==> config.mk <==
export PLATFORM = sky130hd
export DESIGN_NAME = pfm_top
export DESIGN_NICKNAME = d
export VERILOG_FILES = /design/src/pfm_pkg.sv /design/src/pfm_top.sv
export SDC_FILE = /design/constraint.sdc
export NUM_CORES = 1
export LEC_CHECK = 0
export BUFFER_PORTS_ARGS = -buffer_cell sky130_fd_sc_hd__buf_2
export CAP_MARGIN = 25
export CORE_MARGIN = 4
export CORE_UTILIZATION = 43
export DETAILED_ROUTE_END_ITERATION = 8
export PLACE_DENSITY = 0.79
export SYNTH_ARGS = -nofsm -noshare
export SYNTH_HDL_FRONTEND = slang
export SYNTH_SLANG_ARGS = --single-unit
==> constraint.sdc <==
create_clock -name MCLK -period 2.3 [get_ports MCLK]
set_clock_uncertainty 0.05 [all_clocks]
set_input_delay 0.23 -clock MCLK [delete_from_list [all_inputs] [get_ports MCLK]]
set_output_delay 0.23 -clock MCLK [all_outputs]
set_load 0.01 [all_outputs]
==> src/pfm_pkg.sv <==
// Package of constants and carrier types for the pin function multiplexer.
package pfm_pkg;

  // ----------------------------------------------------------------------
  // Sizes
  // ----------------------------------------------------------------------
  localparam int PIN_COUNT = 6;  // Port lines 0 to 5.
  localparam int KEY_COUNT = 4;  // Lines 0 to 3 carry keypad and analog.
  localparam int LINE_DEBUG = 4;  // Debug and mode-select line.
  localparam int LINE_RESET = 5;  // Input-only reset and interrupt line.

  // ----------------------------------------------------------------------
  // APB register byte addresses
  // ----------------------------------------------------------------------
  localparam logic [7:0] ADDR_OPTION = 8'h00;  // System option register 1.
  localparam logic [7:0] ADDR_PULLUP = 8'h04;  // Pin pullup enables.
  localparam logic [7:0] ADDR_SLEW = 8'h08;  // Pin slew limit enables.
  localparam logic [7:0] ADDR_DRIVE = 8'h0c;  // Pin high drive selects.
  localparam logic [7:0] ADDR_FORCE = 8'h10;  // Debug force reset register.
  localparam logic [7:0] ADDR_STATUS = 8'h14;  // Read-only block state.

  // ----------------------------------------------------------------------
  // Field positions
  // ----------------------------------------------------------------------
  localparam int BIT_RST_PIN_EN = 0;  // Reset pin enable in option reg.
  localparam int BIT_DBG_PIN_EN = 1;  // Debug pin enable in option reg.
  localparam int BIT_FORCE_DBG = 0;  // Force debug reset bit.
  localparam int STAT_BG_MODE = 0;  // Background mode was selected.
  localparam int STAT_RST_PIN = 1;  // Reset pin enable copy.
  localparam int STAT_DBG_PIN = 2;  // Debug pin enable copy.
  localparam int STAT_OE_LSB = 8;  // Live output enables, six bits.

  // ----------------------------------------------------------------------
  // Reset values
  // ----------------------------------------------------------------------
  localparam logic [5:0] PULLUP_RESET = 6'h00;  // All pullups off.
  localparam logic [5:0] SLEW_RESET = 6'h10;  // Line 4 slew on.
  localparam logic [5:0] DRIVE_RESET = 6'h00;  // All lines low drive.

  // ----------------------------------------------------------------------
  // Carrier types
  // ----------------------------------------------------------------------
  // Control of one pad cell.
  typedef struct packed {
    logic oe;    // Output buffer enable.
    logic out;   // Output level.
    logic pu;    // Internal pullup on.
    logic pd;    // Internal pulldown on.
    logic slew;  // Slew rate limiting on.
    logic hdrv;  // High drive strength.
  } pfm_pad_t;

  // Requests from port logic and peripherals.
  typedef struct packed {
    logic [5:0] gpio_dir;  // Port direction, 1 is output.
    logic [5:0] gpio_out;  // Port output data.
    logic [3:0] kbi_en;  // Keypad input enables.
    logic [3:0] kbi_rise;  // Keypad rising edge selects.
    logic [1:0] t1_oe;  // Timer 1 channel output enables.
    logic [1:0] t1_out;  // Timer 1 channel output levels.
    logic [1:0] tclk_en;  // Timer external clock enables.
    logic [3:0] ana_a;  // First analog module channel enables.
    logic [3:0] ana_b;  // Second analog module channel enables.
    logic t2_oe;  // Timer 2 channel 0 output enable.
    logic t2_out;  // Timer 2 channel 0 output level.
    logic t2_capture;  // Timer 2 channel 0 in input capture.
    logic irq_en;  // Interrupt request pin enable.
    logic irq_rise;  // Interrupt request rising edge select.
    logic dbg_oe;  // Debug controller drives the debug pin.
    logic dbg_out;  // Debug controller drive level.
  } pfm_req_t;

  // Pin levels routed to peripherals.
  typedef struct packed {
    logic [5:0] gpio_in;  // Port input data.
    logic [3:0] keypad_in;  // Keypad inputs, idle high.
    logic [1:0] t1_in;  // Timer 1 channel inputs.
    logic [1:0] tclk_in;  // Timer external clocks.
    logic [3:0] ana_a_sel;  // Analog pin access, first module.
    logic [3:0] ana_b_sel;  // Analog pin access, second module.
    logic t2_capture_in;  // Timer 2 channel 0 capture input.
    logic irq_in;  // Interrupt request level, idle high.
    logic dbg_in;  // Debug pin level.
  } pfm_route_t;

endpackage

==> src/pfm_top.sv <==
// Pin function multiplexer and pad control for the six-line port.
`timescale 1ns/1ps
`default_nettype none

// Behaviour
// - Power-on into user mode: line 5 port input.
// - Reset pin enable makes line 5 reset input.
// - Reset function sticks until next power-on.
// - Reset pin enable forces line 5 pullup.
// - Power-on into background: line 5 is reset.
// - Timer 2 capture takes line 5 level.
// - Line 4 selects mode in reset, then debug.
// - Every reset sets debug pin enable.
// - Debug pin enable forces line 4 pullup.
// - Sample mode select at reset release.
// - Debug controller drives line 4 through dbg_oe and dbg_out.
// - Debug pin pseudo open-drain with speedup pulses.
// - External reset alone never selects background.
// - Reset floats lines 0 to 3; line 4 pulled up, line 5 only with reset pin.
// - Line 4 resets slew on; all lines reset low drive.
// - Each line has its own pullup enable.
// - Driven lines lose their pullup, except line 4 while debug pin enabled.
// - Analog-owned lines lose their pullup.
// - Rising edge selection turns pull into pulldown.
// - Per-line slew enable, ignored on inputs.
// - Per-line drive select, set means high.
// - Fixed ownership priority per line.
// - Both analog modules share a pin together.
module pfm_top (
  input wire logic MCLK,
  input wire logic RESET,
  input wire logic POR,
  input wire logic PSEL,
  input wire logic PENABLE,
  input wire logic PWRITE,
  input wire logic [7:0] PADDR,
  input wire logic [31:0] PWDATA,
  output logic [31:0] PRDATA,
  output logic PREADY,
  output logic PSLVERR,
  input wire logic [5:0] PAD_IN,
  output pfm_pkg::pfm_pad_t [5:0] PAD_CTL,
  input wire pfm_pkg::pfm_req_t PERIPH_REQ,
  output pfm_pkg::pfm_route_t PERIPH_ROUTE,
  output logic EXT_RESET_REQ,
  output logic FORCE_RESET_REQ,
  output logic BACKGROUND_MODE
);
  import pfm_pkg::*;

  // ----------------------------------------------------------------------
  // Functions
  // ----------------------------------------------------------------------
  // Resolves the pull device of a line: returns pullup, pulldown.
  function automatic logic [1:0] pull_of(input logic enable,
                                         input logic driven,
                                         input logic analog,
                                         input logic rising);
    logic on;
    on = enable & ~driven & ~analog;
    pull_of = {on & ~rising, on & rising};
  endfunction

  // ----------------------------------------------------------------------
  // State
  // ----------------------------------------------------------------------
  logic reset_pin_enable;  // Line 5 is the reset input.
  logic debug_pin_enable;  // Line 4 is the debug pin.
  logic [5:0] pin_pullup_enable;  // Pullup request per line.
  logic [5:0] pin_slew_limit_enable;  // Slew limit per line.
  logic [5:0] pin_high_drive_select;  // High drive per line.
  logic reset_q;  // Reset level one cycle ago.
  logic por_cause;  // The reset in progress came from power-on.
  logic force_cause;  // The reset in progress was debug forced.
  logic sample;  // First cycle after the reset release.
  logic next_bg;  // Mode decided by the mode-select level.
  logic bus_access;  // Access phase waiting for the answer.
  logic bus_fire;  // Transfer completes at this edge.
  logic wr_fire;  // Write takes effect at this edge.
  logic [31:0] rd_data;  // Read data for the addressed register.
  logic rd_err;  // Address maps to no register.
  pfm_pad_t [5:0] next_pad;  // Pad controls for the next cycle.
  pfm_route_t next_route;  // Routed levels for the next cycle.
  logic next_ext_reset;  // External reset request for next cycle.

  assign sample = reset_q & ~RESET;
  assign next_bg = (por_cause | force_cause) & ~PAD_IN[LINE_DEBUG];
  assign bus_access = PSEL & PENABLE & ~RESET;
  assign bus_fire = bus_access & PREADY;
  assign wr_fire = bus_fire & PWRITE;

  // ----------------------------------------------------------------------
  // Reset tracking and mode selection
  // ----------------------------------------------------------------------
  // Delays the reset level so that its release can be seen.
  always_ff @(posedge MCLK) begin
    reset_q <= RESET;
  end

  // Remembers a power-on until the reset it caused is released.
  always_ff @(posedge MCLK) begin
    if (POR) begin
      por_cause <= 1'b1;
    end else if (sample) begin
      por_cause <= 1'b0;
    end
  end

  // Remembers a debug forced reset until the next reset release or power-on.
  always_ff @(posedge MCLK) begin
    if (POR) begin
      force_cause <= 1'b0;
    end else if (wr_fire && PADDR == ADDR_FORCE && PWDATA[BIT_FORCE_DBG]) begin
      force_cause <= 1'b1;
    end else if (sample) begin
      force_cause <= 1'b0;
    end
  end

  // Samples the mode-select level in the first cycle after reset release.
  always_ff @(posedge MCLK) begin
    if (POR) begin
      BACKGROUND_MODE <= 1'b0;
    end else if (sample) begin
      BACKGROUND_MODE <= next_bg;
    end
  end

  // Issues a one-cycle reset request when software forces a debug reset.
  always_ff @(posedge MCLK) begin
    if (RESET) begin
      FORCE_RESET_REQ <= 1'b0;
    end else begin
      FORCE_RESET_REQ <= wr_fire && PADDR == ADDR_FORCE &&
                         PWDATA[BIT_FORCE_DBG];
    end
  end

  // ----------------------------------------------------------------------
  // Option and pin-control registers
  // ----------------------------------------------------------------------
  // Reset pin enable clears only at power-on and can only be set.
  always_ff @(posedge MCLK) begin
    if (POR) begin
      reset_pin_enable <= 1'b0;
    end else if (sample && next_bg) begin
      reset_pin_enable <= 1'b1;
    end else if (wr_fire && PADDR == ADDR_OPTION &&
                 PWDATA[BIT_RST_PIN_EN]) begin
      reset_pin_enable <= 1'b1;
    end
  end

  // Debug pin enable is set by every reset, software may clear it.
  always_ff @(posedge MCLK) begin
    if (RESET) begin
      debug_pin_enable <= 1'b1;
    end else if (wr_fire && PADDR == ADDR_OPTION) begin
      debug_pin_enable <= PWDATA[BIT_DBG_PIN_EN];
    end
  end

  // Per-line pad control bits, independent of the port registers.
  always_ff @(posedge MCLK) begin
    if (RESET) begin
      pin_pullup_enable <= PULLUP_RESET;
      pin_slew_limit_enable <= SLEW_RESET;
      pin_high_drive_select <= DRIVE_RESET;
    end else if (wr_fire) begin
      if (PADDR == ADDR_PULLUP) begin
        pin_pullup_enable <= PWDATA[5:0];
      end
      if (PADDR == ADDR_SLEW) begin
        pin_slew_limit_enable <= PWDATA[5:0];
      end
      if (PADDR == ADDR_DRIVE) begin
        pin_high_drive_select <= PWDATA[5:0];
      end
    end
  end

  // ----------------------------------------------------------------------
  // APB slave
  // ----------------------------------------------------------------------
  // Selects read data and flags addresses that hold no register.
  always_comb begin
    rd_data = 32'h0000_0000;
    rd_err = 1'b0;
    unique case (PADDR)
      ADDR_OPTION: begin
        rd_data[BIT_RST_PIN_EN] = reset_pin_enable;
        rd_data[BIT_DBG_PIN_EN] = debug_pin_enable;
      end
      ADDR_PULLUP: rd_data[5:0] = pin_pullup_enable;
      ADDR_SLEW: rd_data[5:0] = pin_slew_limit_enable;
      ADDR_DRIVE: rd_data[5:0] = pin_high_drive_select;
      ADDR_FORCE: rd_data = 32'h0000_0000;  // Force bit reads as zero.
      ADDR_STATUS: begin
        rd_data[STAT_BG_MODE] = BACKGROUND_MODE;
        rd_data[STAT_RST_PIN] = reset_pin_enable;
        rd_data[STAT_DBG_PIN] = debug_pin_enable;
        for (int i = 0; i < PIN_COUNT; i++) begin
          rd_data[STAT_OE_LSB + i] = PAD_CTL[i].oe;
        end
      end
      default: rd_err = 1'b1;  // Unmapped or unaligned address.
    endcase
  end

  // Answers every access outside reset after one wait state with data and error.
  always_ff @(posedge MCLK) begin
    if (RESET) begin
      PREADY <= 1'b0;
      PRDATA <= 32'h0000_0000;
      PSLVERR <= 1'b0;
    end else begin
      PREADY <= bus_access & ~PREADY;
      if (bus_access && !PREADY) begin
        PRDATA <= PWRITE ? 32'h0000_0000 : rd_data;
        PSLVERR <= rd_err;
      end else begin
        PRDATA <= 32'h0000_0000;
        PSLVERR <= 1'b0;
      end
    end
  end

  // ----------------------------------------------------------------------
  // Pin ownership and pad control
  // ----------------------------------------------------------------------
  // Resolves the owner of each line, lowest to highest priority; line 5 is resolved highest first.
  always_comb begin
    logic analog;
    logic [1:0] pull;
    analog = 1'b0;
    pull = 2'b00;
    next_ext_reset = 1'b0;
    next_route = '0;
    next_route.gpio_in = PAD_IN;
    next_route.keypad_in = 4'hf;
    next_route.irq_in = 1'b1;
    next_route.dbg_in = PAD_IN[LINE_DEBUG];
    // Lines 0 to 3: port, keypad, timer 1 or clock, analog.
    for (int i = 0; i < KEY_COUNT; i++) begin
      analog = PERIPH_REQ.ana_a[i] | PERIPH_REQ.ana_b[i];
      next_pad[i].oe = PERIPH_REQ.gpio_dir[i];
      next_pad[i].out = PERIPH_REQ.gpio_out[i];
      if (i < 2 && PERIPH_REQ.t1_oe[i[0]]) begin
        next_pad[i].oe = 1'b1;
        next_pad[i].out = PERIPH_REQ.t1_out[i[0]];
      end
      if (i >= 2 && PERIPH_REQ.tclk_en[i[0]]) begin
        next_pad[i].oe = 1'b0;  // Timer clock is an input.
      end
      if (analog) begin
        next_pad[i].oe = 1'b0;
      end
      pull = pull_of(pin_pullup_enable[i], next_pad[i].oe, analog,
                     PERIPH_REQ.kbi_en[i] & PERIPH_REQ.kbi_rise[i]);
      next_pad[i].pu = pull[1];
      next_pad[i].pd = pull[0];
      if (PERIPH_REQ.kbi_en[i] && !analog) begin
        next_route.keypad_in[i] = PAD_IN[i];
      end
      next_route.ana_a_sel[i] = PERIPH_REQ.ana_a[i];
      next_route.ana_b_sel[i] = PERIPH_REQ.ana_b[i];
    end
    next_route.t1_in = PAD_IN[1:0];
    next_route.tclk_in = PAD_IN[3:2];
    // Line 4: port, timer 2 output, debug.
    next_pad[LINE_DEBUG].oe = PERIPH_REQ.gpio_dir[LINE_DEBUG];
    next_pad[LINE_DEBUG].out = PERIPH_REQ.gpio_out[LINE_DEBUG];
    if (PERIPH_REQ.t2_oe) begin
      next_pad[LINE_DEBUG].oe = 1'b1;
      next_pad[LINE_DEBUG].out = PERIPH_REQ.t2_out;
    end
    if (debug_pin_enable) begin
      // The controller drives low and brief high speedup pulses.
      next_pad[LINE_DEBUG].oe = PERIPH_REQ.dbg_oe;
      next_pad[LINE_DEBUG].out = PERIPH_REQ.dbg_out;
    end
    pull = pull_of(pin_pullup_enable[LINE_DEBUG], next_pad[LINE_DEBUG].oe,
                   1'b0, 1'b0);
    next_pad[LINE_DEBUG].pu = pull[1] | debug_pin_enable;
    next_pad[LINE_DEBUG].pd = 1'b0;
    // Line 5: input only; port, timer 2 capture, interrupt, reset.
    next_pad[LINE_RESET].oe = 1'b0;
    next_pad[LINE_RESET].out = 1'b0;
    pull = pull_of(pin_pullup_enable[LINE_RESET], 1'b0, 1'b0,
                   PERIPH_REQ.irq_en & PERIPH_REQ.irq_rise);
    next_pad[LINE_RESET].pu = pull[1];
    next_pad[LINE_RESET].pd = pull[0];
    if (reset_pin_enable) begin
      next_pad[LINE_RESET].pu = 1'b1;
      next_pad[LINE_RESET].pd = 1'b0;
      next_ext_reset = ~PAD_IN[LINE_RESET];
    end else if (PERIPH_REQ.irq_en) begin
      next_route.irq_in = PAD_IN[LINE_RESET];
    end else if (PERIPH_REQ.t2_capture) begin
      next_route.t2_capture_in = PAD_IN[LINE_RESET];
    end
    // Slew and drive apply to every line; inert while not driving.
    for (int i = 0; i < PIN_COUNT; i++) begin
      next_pad[i].slew = pin_slew_limit_enable[i];
      next_pad[i].hdrv = pin_high_drive_select[i];
    end
    // In reset no line drives; line 4 pulled up as mode-select input, line 5 per reset pin.
    if (RESET) begin
      for (int i = 0; i < PIN_COUNT; i++) begin
        next_pad[i].oe = 1'b0;
        next_pad[i].out = 1'b0;
        next_pad[i].pd = 1'b0;
        next_pad[i].pu = 1'b0;
        next_pad[i].slew = SLEW_RESET[i];
        next_pad[i].hdrv = DRIVE_RESET[i];
      end
      next_pad[LINE_DEBUG].pu = 1'b1;
      next_pad[LINE_RESET].pu = reset_pin_enable;
      next_ext_reset = reset_pin_enable & ~PAD_IN[LINE_RESET];
    end
  end

  // Registers every pad control and routed level.
  always_ff @(posedge MCLK) begin
    PAD_CTL <= next_pad;
    PERIPH_ROUTE <= next_route;
    EXT_RESET_REQ <= next_ext_reset;
  end

  // ----------------------------------------------------------------------
  // Assertions
  // ----------------------------------------------------------------------
  property p_user_por;
    @(posedge MCLK) disable iff (POR)
      (sample && por_cause && PAD_IN[LINE_DEBUG]) |=> !reset_pin_enable;
  endproperty
  a_user_por: assert property (p_user_por) else $error("por pin set");

  property p_ext_reset;
    @(posedge MCLK) disable iff (POR)
      (reset_pin_enable && !PAD_IN[LINE_RESET]) |=> EXT_RESET_REQ;
  endproperty
  a_ext_reset: assert property (p_ext_reset) else $error("no reset req");

  property p_reset_sticky;
    @(posedge MCLK) disable iff (POR)
      reset_pin_enable |=> reset_pin_enable [*2];
  endproperty
  a_reset_sticky: assert property (p_reset_sticky) else $error("lost");

  property p_reset_pullup;
    @(posedge MCLK) disable iff (POR)
      reset_pin_enable |=> PAD_CTL[LINE_RESET].pu;
  endproperty
  a_reset_pullup: assert property (p_reset_pullup) else $error("no pu");

  property p_debug_set;
    @(posedge MCLK) RESET ##1 !RESET |-> debug_pin_enable;
  endproperty
  a_debug_set: assert property (p_debug_set) else $error("dbg not set");

  property p_debug_pullup;
    @(posedge MCLK) debug_pin_enable |=> PAD_CTL[LINE_DEBUG].pu;
  endproperty
  a_debug_pullup: assert property (p_debug_pullup) else $error("no pu4");

  property p_ext_no_bg;
    @(posedge MCLK) disable iff (POR)
      (sample && !por_cause && !force_cause) |=> !BACKGROUND_MODE;
  endproperty
  a_ext_no_bg: assert property (p_ext_no_bg) else $error("bg by reset");

  property p_driven_no_pull;
    @(posedge MCLK) disable iff (RESET)
      PAD_CTL[0].oe |-> !PAD_CTL[0].pu && !PAD_CTL[0].pd;
  endproperty
  a_driven_no_pull: assert property (p_driven_no_pull)
    else $error("pu on");

  property p_analog_free;
    @(posedge MCLK) disable iff (RESET)
      (PERIPH_REQ.ana_a[1] || PERIPH_REQ.ana_b[1]) |=>
        !PAD_CTL[1].oe && !PAD_CTL[1].pu;
  endproperty
  a_analog_free: assert property (p_analog_free) else $error("ana pu");

endmodule

`default_nettype wire

==> metrics, run 1 <==
Max Freq=596.2 MHz; WHS Path Cells=2; total via count in the routed design=~2700; initial antenna violation count=0; post-synthesis sequential element count=a little over 90; internal power of the cells=between 2 and 2.5 mW; Comb pwr share=0.079; share of flip-flops with an asynchronous set or reset after synthesis=0; remaining global-route overflow=0; initial core utilization=0.4449; worst slack at placement=approximately 0.34 ns; synthesized area per cell=10.17 sq um; Worst Hold Slack=about 0.019 ns; Worst Hold Launch=PERIPH_REQ[27]; vias per cell=roughly 4.6; wire length of the first global-routing pass=approximately 12 mm; Max FO, Critical Path=12; setup fix buffers added after clock tree synthesis=0; pins over their slew limit=0; power spent charging and discharging nets=around 720 uW; dominant cell type by area after synthesis=sky130_fd_sc_hd__dfxtp_1; wire per inst=about 13 um; number of standard-cell rows in the floorplan=31; distinct cell type count of the synthesized netlist=42; share of post-route cells with drive strength above 1=0.3617; total of hold buffers inserted after clock tree synthesis=18; hold worst-path end=PAD_CTL[15]; filler cell count=680; maximum vdd ir drop=between 0.0002 and 0.0003 V; largest net degree at the start of global routing=41; unrepaired setup endpoints after global routing=no; crit-path cells=nand4b_1, or4_1, nor3_1, a21oi_1; residual antenna-violating net count after detailed routing=0; Static Leak=just over 2 nW; sequential standard cell area=1842 sq um; endpoint type of the worst setup path=flop; Fin. Hold Viols=0; sequential share of the synthesized area=0.5677; start of the worst register-to-register path=PREADY; first-pass iteration count of the detailed router=5; buffers added on ports=around 140; starting DRC count in detailed routing=99; number of nets in the layout=between 500 and 600; maximum clock path buffer count=2; die height=between 90 and 100 um; period utilization=0.7293; wire length reported by the detailed router=between 7 and 8 mm; setup ws final=roughly 0.62 ns; TNS Setup=0 ns; Yosys Warn Count=0; cells after synthesis=319; Resized cells post-CTS=0; WP data arrival=roughly 1.9 ns; placeable core region=7292 sq um; depth of the worst register-to-register path=4; post-route insts no fill=580; die area=about 9000 sq um; Die Span X=roughly 95 um; run status=finished clean; EDFF count, synth=0; clock latency of the later-clocked register in the worst-skew pair=0.36 ns; terminus of the critical flop-to-flop path=pin_slew_limit_enable[4]; H-tree depth reported by CTS=3; CTS tree=done; max capacitance violation total=0; CTS Sinks=about 90; number of top-level pins=about 190; remaining routing DRC violations=0; power density over cell area=roughly 700 nW/um^2; endpoints failing setup=0; FF-to-FF setup slack=slightly above 0.6 ns; part of the total power dissipated in sequential elements=0.529; CP Launch Type=flop; ant diodes=0; biggest cell delay along the critical path=0.63 ns; area added between synthesis and finish=33.82%; Hold Crit Class=in -> reg; mapped cell area=3244 sq um; Placed Cells=~540; clock slew at the register clock pins of the worst setup and hold paths=roughly 0.10 ns; top cells by area in the synthesized netlist=sky130_fd_sc_hd__dfxtp_1 (57%), sky130_fd_sc_hd__buf_4 (6.7%), sky130_fd_sc_hd__nor2b_1 (4.0%), sky130_fd_sc_hd__mux2i_1 (4.0%), sky130_fd_sc_hd__nor2_1 (3.7%); share of power burned in the clock network=0.392; final estimated routing congestion in global placement=~0.8; Min Clock Period, post-route=~1.7 ns; crit path max-delay cell type=sky130_fd_sc_hd__or4_1; DP HPWL=around 5.6 mm; cell at the root of the clock tree=sky130_fd_sc_hd__clkbuf_8; number of buffers added by the clock tree synthesis step=9; required time worst endpoint=2.48 ns; portion of synthesized cell area occupied by the leading cell type=0.5677; main flop type after synthesis=sky130_fd_sc_hd__dfxtp_1; vias in the first global route=roughly 2600; fraction of power spent switching nets=0.2340; area occupied by multi-input gates=1211 sq um; GRT Overall Usage=0.1751; path type of the worst setup path=reg -> reg
==> cells in the final DEF (no fill, tap or decap), drive strengths merged, types with 2 or more instances in the layout <==
cell	n
o21ai	12
or4	3
nand2	24
nand4b	2
a22oi	3
nor3	13
and2	5
a21oi	10
nand3	6
or4b	4
nor4	2
o211a	2
conb	24
inv	5
nor2	32
nand2b	9
mux2	4
clkbuf	9
mux2i	13
dlygate4sd3	20
bufinv	2
dfxtp	92
nor2b	21
buf	143
a21o	2
or3	5
a21boi	2
==> critical path: cells and delay by family (launching register included) <==
| family | cells | cell delay, ns |
|---|---|---|
| compound gates | 1 | 0.06 |
| simple gates | 3 | 0.97 |
| flops | 1 | 0.47 |
==> kinds of logic after synthesis <==
| kind of cell | share of synthesized area |
|---|---|
| compound gates | 0.06826 |
| buf+inv | 0.08561 |
| flops | 0.5677 |
| mux | 0.05399 |
| other cells | 0.001156 |
| simple gates | 0.2233 |
==> Yosys cell counts, types with 2 or more instances <==
| master | number |
|---|---|
| sky130_fd_sc_hd__inv_1 | 2 |
| sky130_fd_sc_hd__nor2_1 | 32 |
| sky130_fd_sc_hd__nand2b_1 | 9 |
| sky130_fd_sc_hd__nor3_1 | 13 |
| sky130_fd_sc_hd__buf_2 | 3 |
| sky130_fd_sc_hd__or3_1 | 3 |
| sky130_fd_sc_hd__or3_4 | 2 |
| sky130_fd_sc_hd__nand2_1 | 24 |
| sky130_fd_sc_hd__nand4b_1 | 2 |
| sky130_fd_sc_hd__dfxtp_1 | 92 |
| sky130_fd_sc_hd__mux2_2 | 4 |
| sky130_fd_sc_hd__buf_4 | 29 |
| sky130_fd_sc_hd__a21oi_1 | 9 |
| sky130_fd_sc_hd__o21ai_0 | 12 |
| sky130_fd_sc_hd__clkbuf_1 | 4 |
| sky130_fd_sc_hd__a21o_1 | 2 |
| sky130_fd_sc_hd__mux2i_1 | 13 |
| sky130_fd_sc_hd__o211a_1 | 2 |
| sky130_fd_sc_hd__buf_1 | 3 |
| sky130_fd_sc_hd__or4_1 | 2 |
| sky130_fd_sc_hd__nand3_1 | 6 |
| sky130_fd_sc_hd__a21boi_0 | 2 |
| sky130_fd_sc_hd__a22oi_1 | 3 |
| sky130_fd_sc_hd__nor2b_1 | 21 |
| sky130_fd_sc_hd__or4b_2 | 4 |
| sky130_fd_sc_hd__and2_1 | 5 |
==> flip-flops by register name, indices dropped and copies added, names as in the netlist <==
| name | flops |
|---|---|
| BACKGROUND_MODE | 1 |
| EXT_RESET_REQ | 1 |
| FORCE_RESET_REQ | 1 |
| PAD_CTL | 33 |
| PERIPH_ROUTE | 20 |
| PRDATA | 11 |
| PREADY | 1 |
| PSLVERR | 1 |
| debug_pin_enable | 1 |
| force_cause | 1 |
| pin_high_drive_select | 6 |
| pin_pullup_enable | 6 |
| pin_slew_limit_enable | 6 |
| por_cause | 1 |
| reset_pin_enable | 1 |
| reset_q | 1 |
==> routing by layer <==
| layer | GRT usage | part of all wire |
|---|---|---|
| met1 | 0.1928 | 0.39 |
| met2 | 0.3118 | 0.51 |
| met3 | 0.04781 | 0.080 |
| met4 | 0.07933 | 0.020 |
| met5 | 0 | 0 |
==> power by group through the flow <==
stage | combinational [mW] | clock (mW) | sequential (mW)
6_report | 0.245 | 1.21 | 1.63
5_1_grt | 0.270 | 1.32 | 1.64
4_1_cts | 0.242 | 1.25 | 1.63
3_5_place_dp | 0.218 | 0 | 1.67
3_3_place_gp | 0.213 | 0 | 1.67
2_1_floorplan | 0.124 | 0 | 1.69
==> worst max path at each step <==
stage | from | endpoint | slack (ns) | depth (start not counted)
finish | PREADY | pin_slew_limit_enable[4] | 0.62 | 4
global route | PREADY | pin_slew_limit_enable[4] | 0.44 | 4
CTS | PREADY | pin_slew_limit_enable[4] | 0.61 | 4
detailed placement | PADDR[1] | pin_slew_limit_enable[4] | 0.34 | 5
global placement | PADDR[1] | pin_slew_limit_enable[4] | 0.38 | 5
floorplan | PADDR[1] | force_cause | 0.49 | 5
==> layout make-up <==
type                            instances  share of cell area
Timing Repair Buffer                  163              0.2138
Clock inverter                          7             0.02421
Clock buffer                            9             0.02853
Inverter                                2            0.001729
Sequential cell                        92              0.4242
Multi-Input combinational cell        208              0.2790
Tap cell                               99             0.02853
==> stage by stage <==
| step | util | cell area [sq um] | power, mW |
|---|---|---|---|
| global route | 0.5954 | 4342 | 3.232 |
| global placement | 0.5365 | 3913 | 1.883 |
| floorplan | - | 3331 | 1.810 |
| finish | 0.5954 | 4342 | 3.090 |
| CTS | 0.5927 | 4322 | 3.123 |
| detailed placement | 0.5365 | 3913 | 1.889 |
(Power assumes the default switching activity.)
==> inputs of run 2 (changes only) <==
--- a/config.mk
+++ b/config.mk
@@ -8,9 +8,9 @@
 export BUFFER_PORTS_ARGS = -buffer_cell sky130_fd_sc_hd__buf_2
 export CAP_MARGIN = 25
 export CORE_MARGIN = 4
-export CORE_UTILIZATION = 43
+export CORE_UTILIZATION = 39
 export DETAILED_ROUTE_END_ITERATION = 8
-export PLACE_DENSITY = 0.79
+export PLACE_DENSITY = 0.76
 export SYNTH_ARGS = -nofsm -noshare
 export SYNTH_HDL_FRONTEND = slang
 export SYNTH_SLANG_ARGS = --single-unit
==> constraint.sdc (replaced) <==
create_clock -name MCLK -period 1.4 [get_ports MCLK]
set_clock_uncertainty 0.05 [all_clocks]
set_input_delay 0.14 -clock MCLK [delete_from_list [all_inputs] [get_ports MCLK]]
set_output_delay 0.14 -clock MCLK [all_outputs]
set_load 0.01 [all_outputs]
==> run 2 against run 1 <==
Against the previous run: worst setup slack worse by 0.66 ns; sequential share of layout area decreased by 3.7 points; largest cell class unchanged; register-to-register slack worse by 0.66 ns; design area is 9.9% higher; first-iteration DRC count grew 40%; critical endpoint is now PRDATA[5]; the run now ends with setup timing left.
==> metrics, run 2 (synthesis results as in run 1) <==
Top reg by flops=PAD_CTL; start of the worst register-to-register path=PREADY; commonest non-fill, non-tap cell in the layout=sky130_fd_sc_hd__buf_2; path type of the worst setup path=reg -> reg; initial antenna violation count=0 (unchanged); pins over their slew limit=0 (unchanged); final estimated routing congestion in global placement=0.8395 (+4.0%); number of top-level pins=191 (unchanged); CP Launch Type=flop; maximum clock path buffer count=2 (unchanged); cell seen most often among critical-path stages=sky130_fd_sc_hd__or3_4; GRT Overall Usage=0.1770 (+0.001890); initial core utilization=0.3989 (-0.04606); die height=99.21 um (+4.6%); required time worst endpoint=1.64 ns (-0.84 ns); residual antenna-violating net count after detailed routing=0 (unchanged); placeable core region=8134 sq um (+12%); Fin. Hold Viols=0 (unchanged); crit-path cells=or3_4, or3_4, nor2_1; Hold Crit Class=in -> reg; first-pass iteration count of the detailed router=4 (-1); power density over cell area=1067 nW/um^2 (+50%); depth of the worst register-to-register path=3 (-1); clock latency of the later-clocked register in the worst-skew pair=0.35 ns (about the same); Placed Cells=564 (+3.7%); wire length reported by the detailed router=8.726 mm (+14%); max FFs per register=33 (unchanged); run status=complete, but fails checks; Die Span X=99.21 um (+4.6%); vias per cell=4.578 (-1.1%); area added between synthesis and finish=47.01%; wire per inst=13.94 um (+5.5%); filler cell count=704 (+3.5%); cell at the root of the clock tree=sky130_fd_sc_hd__clkbuf_8; number of standard-cell rows in the floorplan=33 (+6.5%); terminus of the critical flop-to-flop path=PRDATA[5]; remaining routing DRC violations=0 (unchanged); wire length of the first global-routing pass=13.75 mm (+15%); buffers added on ports=138 (unchanged); leading cell types in the layout, fill and taps excluded=sky130_fd_sc_hd__buf_2 (138), sky130_fd_sc_hd__dfxtp_1 (90), sky130_fd_sc_hd__dlygate4sd3_1 (43), sky130_fd_sc_hd__nor2_1 (31), sky130_fd_sc_hd__conb_1 (24); setup ws final=-0.03451 ns (-0.6571 ns); number of buffers added by the clock tree synthesis step=9 (unchanged); Critical path origin=PREADY; H-tree depth reported by CTS=3 (unchanged); unrepaired setup endpoints after global routing=yes; Setup crit end=PRDATA[5]; Max Freq=697.1 MHz (+17%); maximum vdd ir drop=0.0006460 V (+130%); starting DRC count in detailed routing=139 (+40%); biggest cell delay along the critical path=0.44 ns (-0.19 ns); WP data arrival=1.68 ns (-0.18 ns); TNS Setup=-0.1829 ns (-0.1829 ns); largest net degree at the start of global routing=41 (unchanged); period utilization=1.025 (+0.2954); Max FO, Critical Path=6 (-6); vias in the first global route=2938 (+14%); die area=9842 sq um (+9.4%); remaining global-route overflow=0 (unchanged); Min Clock Period, post-route=1.435 ns (-0.2429 ns); violations in the final reports=setup timing; endpoint type of the worst setup path=flop; endpoints failing setup=9 (+9); DP HPWL=5.856 mm (+4.5%); largest registers ranked by flip-flop count=PAD_CTL (33), PERIPH_ROUTE (20), PRDATA (11); crit path max-delay cell type=sky130_fd_sc_hd__or3_4; CTS tree=done; max capacitance violation total=0 (unchanged); FF-to-FF setup slack=-0.03 ns (-0.66 ns); clock slew at the register clock pins of the worst setup and hold paths=0.09 ns (about the same); post-route insts no fill=626 (+7.9%); CTS Sinks=92 (unchanged); number of nets in the layout=608 (+6.9%); share of post-route cells with drive strength above 1=0.3942 (+0.03248); Static Leak=2.234 nW (+9.9%); total via count in the routed design=2866 (+6.7%)
-- run 2: cell types whose count changed in the layout (fill, tap and decap cells not counted), moves of 3 or more --
cell and delta:
sky130_fd_sc_hd__or4_4 +3, sky130_fd_sc_hd__nand2_1 -4, sky130_fd_sc_hd__nand2_2 +3, sky130_fd_sc_hd__buf_4 +13, sky130_fd_sc_hd__o21ai_1 +11, sky130_fd_sc_hd__dlygate4sd3_1 +23, sky130_fd_sc_hd__o21ai_0 -11
-- run 2: how the worst min path moves through the flow --
stage,depth (start not counted),start,end,slack [ns]
5_1_grt,3,PERIPH_REQ[38],PAD_CTL[23],0.02
3_3_place_gp,1,PAD_IN[2],PERIPH_ROUTE[11],0.21
6_report,3,PERIPH_REQ[38],PAD_CTL[23],0.01
3_5_place_dp,1,PAD_IN[2],PERIPH_ROUTE[11],0.20
4_1_cts,3,PWDATA[1],pin_pullup_enable[1],0.0007
2_1_floorplan,0,PERIPH_REQ[14],PERIPH_ROUTE[10],0.12
-- run 2: layer usage --
layer | vias to the layer above | wire length (um) | GRT usage
met3 | 17 | 594 | 0.03927
li1 | 1421 | - | -
met5 | - | 0 | 0
met2 | 119 | 4507 | 0.3171
met4 | 0 | 224 | 0.08824
met1 | 1309 | 3400 | 0.1963
-- run 2: layout make-up --
cell class / instances / area, sq um / area share
inverter: 2 / 7.507 / 0.001574
clock inverter: 5 / 65.06 / 0.01364
tap: 105 / 131.4 / 0.02754
antenna: 1 / 2.502 / 0.0005247
timing repair buffer: 201 / 1279 / 0.2681
sequential: 92 / 1847 / 0.3872
multi-input combinational: 209 / 1286 / 0.2697
clock buffer: 11 / 151.4 / 0.03174
-- run 2: repair_timing --
action / CTS / global route
hold buffers: 43 / 0
endpoints found under the setup margin: 29 / 26
buffers inserted: 0 / 1
pin swaps: 4 / 11
hold endpoints to repair: 47 / 0
gates cloned: 0 / 1
gates resized for setup: 4 / 13
-- run 2: stage by stage --
step | area [sq um] | setup slack [ns] | hold slack [ns] | utilization | power (mW)
2_1_floorplan | 3381 | -0.2229 | 0.1177 | - | 2.979
3_3_place_gp | 4053 | -0.2671 | 0.2057 | 0.4982 | 3.126
3_5_place_dp | 4053 | -0.3047 | 0.2049 | 0.4982 | 3.135
4_1_cts | 4713 | 0.007325 | 0.0007371 | 0.5794 | 5.130
5_1_grt | 4767 | -0.08011 | 0.01830 | 0.5861 | 5.325
6_report | 4770 | -0.03451 | 0.01478 | 0.5864 | 5.088
-- run 2: power breakdown --
| part | switching (mW) | leakage, nW | internal [mW] | total, mW |
|---|---|---|---|---|
| Combinational | 0.240 | 1.37 | 0.259 | 0.499 |
| Sequential | 0.0204 | 0.752 | 2.67 | 2.69 |
| Clock | 0.957 | 0.111 | 0.946 | 1.90 |
| Total | 1.22 | 2.23 | 3.87 | 5.09 |
-- run 2: critical path: cells and delay by family, from the launching register on --
family	cells	cell delay, ns
AND/OR/NAND/NOR	3	0.95
flip-flops	1	0.38
==> inputs of run 3 (changes only) <==
--- a/config.mk
+++ b/config.mk
@@ -14,3 +14,4 @@
 export SYNTH_ARGS = -nofsm -noshare
 export SYNTH_HDL_FRONTEND = slang
 export SYNTH_SLANG_ARGS = --single-unit
+export TNS_END_PERCENT = 50
==> run 3 against run 2 <==
Against the previous run: the run now ends clean; combinational power decreased by 2%; maximum frequency rose by 3.7%; largest cell class unchanged; total power is 0.63% lower; first-iteration DRC count shrank 41%; utilization shrank 0.54 points; worst hold slack improved by 0.021 ns; via count decreased by 2.3%; wire length shrank 2.9%.
==> metrics, run 3 (synthesis results as in run 1) <==
WP data arrival=1.58 ns (-0.10 ns); FF-to-FF setup slack=0.02 ns (+0.05 ns); commonest non-fill, non-tap cell in the layout=sky130_fd_sc_hd__buf_2; path type of the worst setup path=reg -> reg; max FFs per register=33 (unchanged); leading cell types in the layout, fill and taps excluded=sky130_fd_sc_hd__buf_2 (138), sky130_fd_sc_hd__dfxtp_1 (91), sky130_fd_sc_hd__dlygate4sd3_1 (43), sky130_fd_sc_hd__nor2_1 (28), sky130_fd_sc_hd__conb_1 (24); Worst Hold Launch=PERIPH_REQ[19]; remaining routing DRC violations=0 (unchanged); filler cell count=714 (+1.4%); number of top-level pins=191 (unchanged); power density over cell area=1070 nW/um^2 (+0.29%); vias per cell=4.516 (-1.4%); clock slew at the register clock pins of the worst setup and hold paths=0.10 ns (about the same); pins over their slew limit=0 (unchanged); endpoints failing setup=0 (-9); period utilization=0.9876 (-0.03700); CP Launch Type=flop; remaining global-route overflow=0 (unchanged); initial antenna violation count=0 (unchanged); post-route insts no fill=620 (-0.96%); CTS tree=done; total via count in the routed design=2800 (-2.3%); GRT Overall Usage=0.1723 (-0.004653); unrepaired setup endpoints after global routing=yes; depth of the worst register-to-register path=4 (+1); residual antenna-violating net count after detailed routing=0 (unchanged); number of buffers added by the clock tree synthesis step=9 (unchanged); worst slack at placement=-0.3055 ns (-0.0007650 ns); largest registers ranked by flip-flop count=PAD_CTL (33), PERIPH_ROUTE (20), PRDATA (11); H-tree depth reported by CTS=3 (unchanged); Non-Filler Cell Area, Final=4726 sq um (-0.92%); WHS Path Cells=3 (unchanged); Die Span X=99.21 um (unchanged); TNS Setup=0 ns (+0.1829 ns); number of standard-cell rows in the floorplan=33 (unchanged); Static Leak=2.198 nW (-1.6%); Max Freq=723.2 MHz (+3.7%); Worst Hold Slack=0.03555 ns (+0.02077 ns); Placed Cells=561 (-0.53%); initial core utilization=0.3989 (unchanged); sequential standard cell area=1843 sq um (-0.20%); wire per inst=13.66 um (-2.0%); first-pass iteration count of the detailed router=5 (+1); clock latency of the later-clocked register in the worst-skew pair=0.35 ns (about the same); number of nets in the layout=603 (-0.82%); starting DRC count in detailed routing=82 (-41%); Max FO, Critical Path=12 (+6); wire length reported by the detailed router=8.471 mm (-2.9%); area occupied by multi-input gates=1281 sq um (-0.39%); terminus of the critical flop-to-flop path=pin_slew_limit_enable[4]; buffers added on ports=138 (unchanged); final estimated routing congestion in global placement=0.7940 (-5.4%); hold worst-path end=PAD_CTL[5]; DP HPWL=5.946 mm (+1.5%); area added between synthesis and finish=45.66%; placeable core region=8134 sq um (unchanged); maximum clock path buffer count=2 (unchanged); die area=9842 sq um (unchanged); Min Clock Period, post-route=1.383 ns (-0.05180 ns); post-placement cell area=4025 sq um (-0.68%); maximum vdd ir drop=0.0005908 V (-8.5%); Hold Crit Class=in -> reg; run status=finished clean; Top reg by flops=PAD_CTL; setup ws final=0.01730 ns (+0.05180 ns); wire length of the first global-routing pass=13.44 mm (-2.3%); CTS Sinks=92 (unchanged); start of the worst register-to-register path=PREADY; vias in the first global route=2855 (-2.8%); die height=99.21 um (unchanged); cell at the root of the clock tree=sky130_fd_sc_hd__clkbuf_8; share of post-route cells with drive strength above 1=0.3883 (-0.005881); max capacitance violation total=0 (unchanged); required time worst endpoint=1.59 ns (-0.05 ns); ant diodes=0 (-1); endpoint type of the worst setup path=flop; Fin. Hold Viols=0 (unchanged); largest net degree at the start of global routing=41 (unchanged)
==> run 3: area by class of cell <==
type	count	share of cell area
Inverter	2	0.001589
Clock buffer	9	0.02621
Multi-Input combinational cell	208	0.2711
Clock inverter	7	0.01986
Timing Repair Buffer	197	0.2634
Tap cell	105	0.02780
Sequential cell	92	0.3900
==> run 3: per-layer routing <==
metal  part of all wire  GRT usage  routed length, um
met1               0.39     0.1863               3316
met2               0.52     0.3130               4415
met3              0.064    0.04558                546
met4              0.023    0.07773                193
met5                  0          0                  0
==> run 3: report_power, final <==
| part | total [mW] | leakage, nW | internal, mW | switching (mW) |
|---|---|---|---|---|
| logic | 0.490 | 1.34 | 0.252 | 0.239 |
| clock network | 1.88 | 0.107 | 0.874 | 1.01 |
| registers | 2.69 | 0.751 | 2.67 | 0.0198 |
| total | 5.06 | 2.20 | 3.79 | 1.26 |
==> run 3: worst max path at each step <==
stage	start	endpoint	slack [ns]	depth (start not counted)
global route	PREADY	pin_slew_limit_enable[4]	-0.02	4
floorplan	PADDR[1]	force_cause	-0.22	5
finish	PREADY	pin_slew_limit_enable[4]	0.02	4
global placement	PADDR[1]	force_cause	-0.27	5
detailed placement	PADDR[1]	force_cause	-0.31	5
CTS	PREADY	PRDATA[4]	0.01	3
==> run 3: repair_timing <==
action | CTS | global route
gates cloned | 0 | 0
endpoints found under the hold margin | 49 | 0
endpoints found under the setup margin | 17 | 14
pin swaps | 2 | 3
gates resized for setup | 3 | 11
setup buffers | 0 | 0
hold buffers | 43 | 0
==> run 3: critical path, stage by stage (launching register included) <==
cell and delay, ns:
sky130_fd_sc_hd__dfxtp_2 0.37, sky130_fd_sc_hd__nand4b_1 0.11, sky130_fd_sc_hd__or4_4 0.54, sky130_fd_sc_hd__nor3_4 0.15, sky130_fd_sc_hd__a21oi_2 0.04
==> run 3: stage by stage <==
stage | power (mW) | util
after global routing | 5.260 | 0.5810
after floorplan | 2.979 | -
after detailed placement | 3.128 | 0.4948
after CTS | 5.102 | 0.5759
after global placement | 3.118 | 0.4948
final | 5.056 | 0.5810
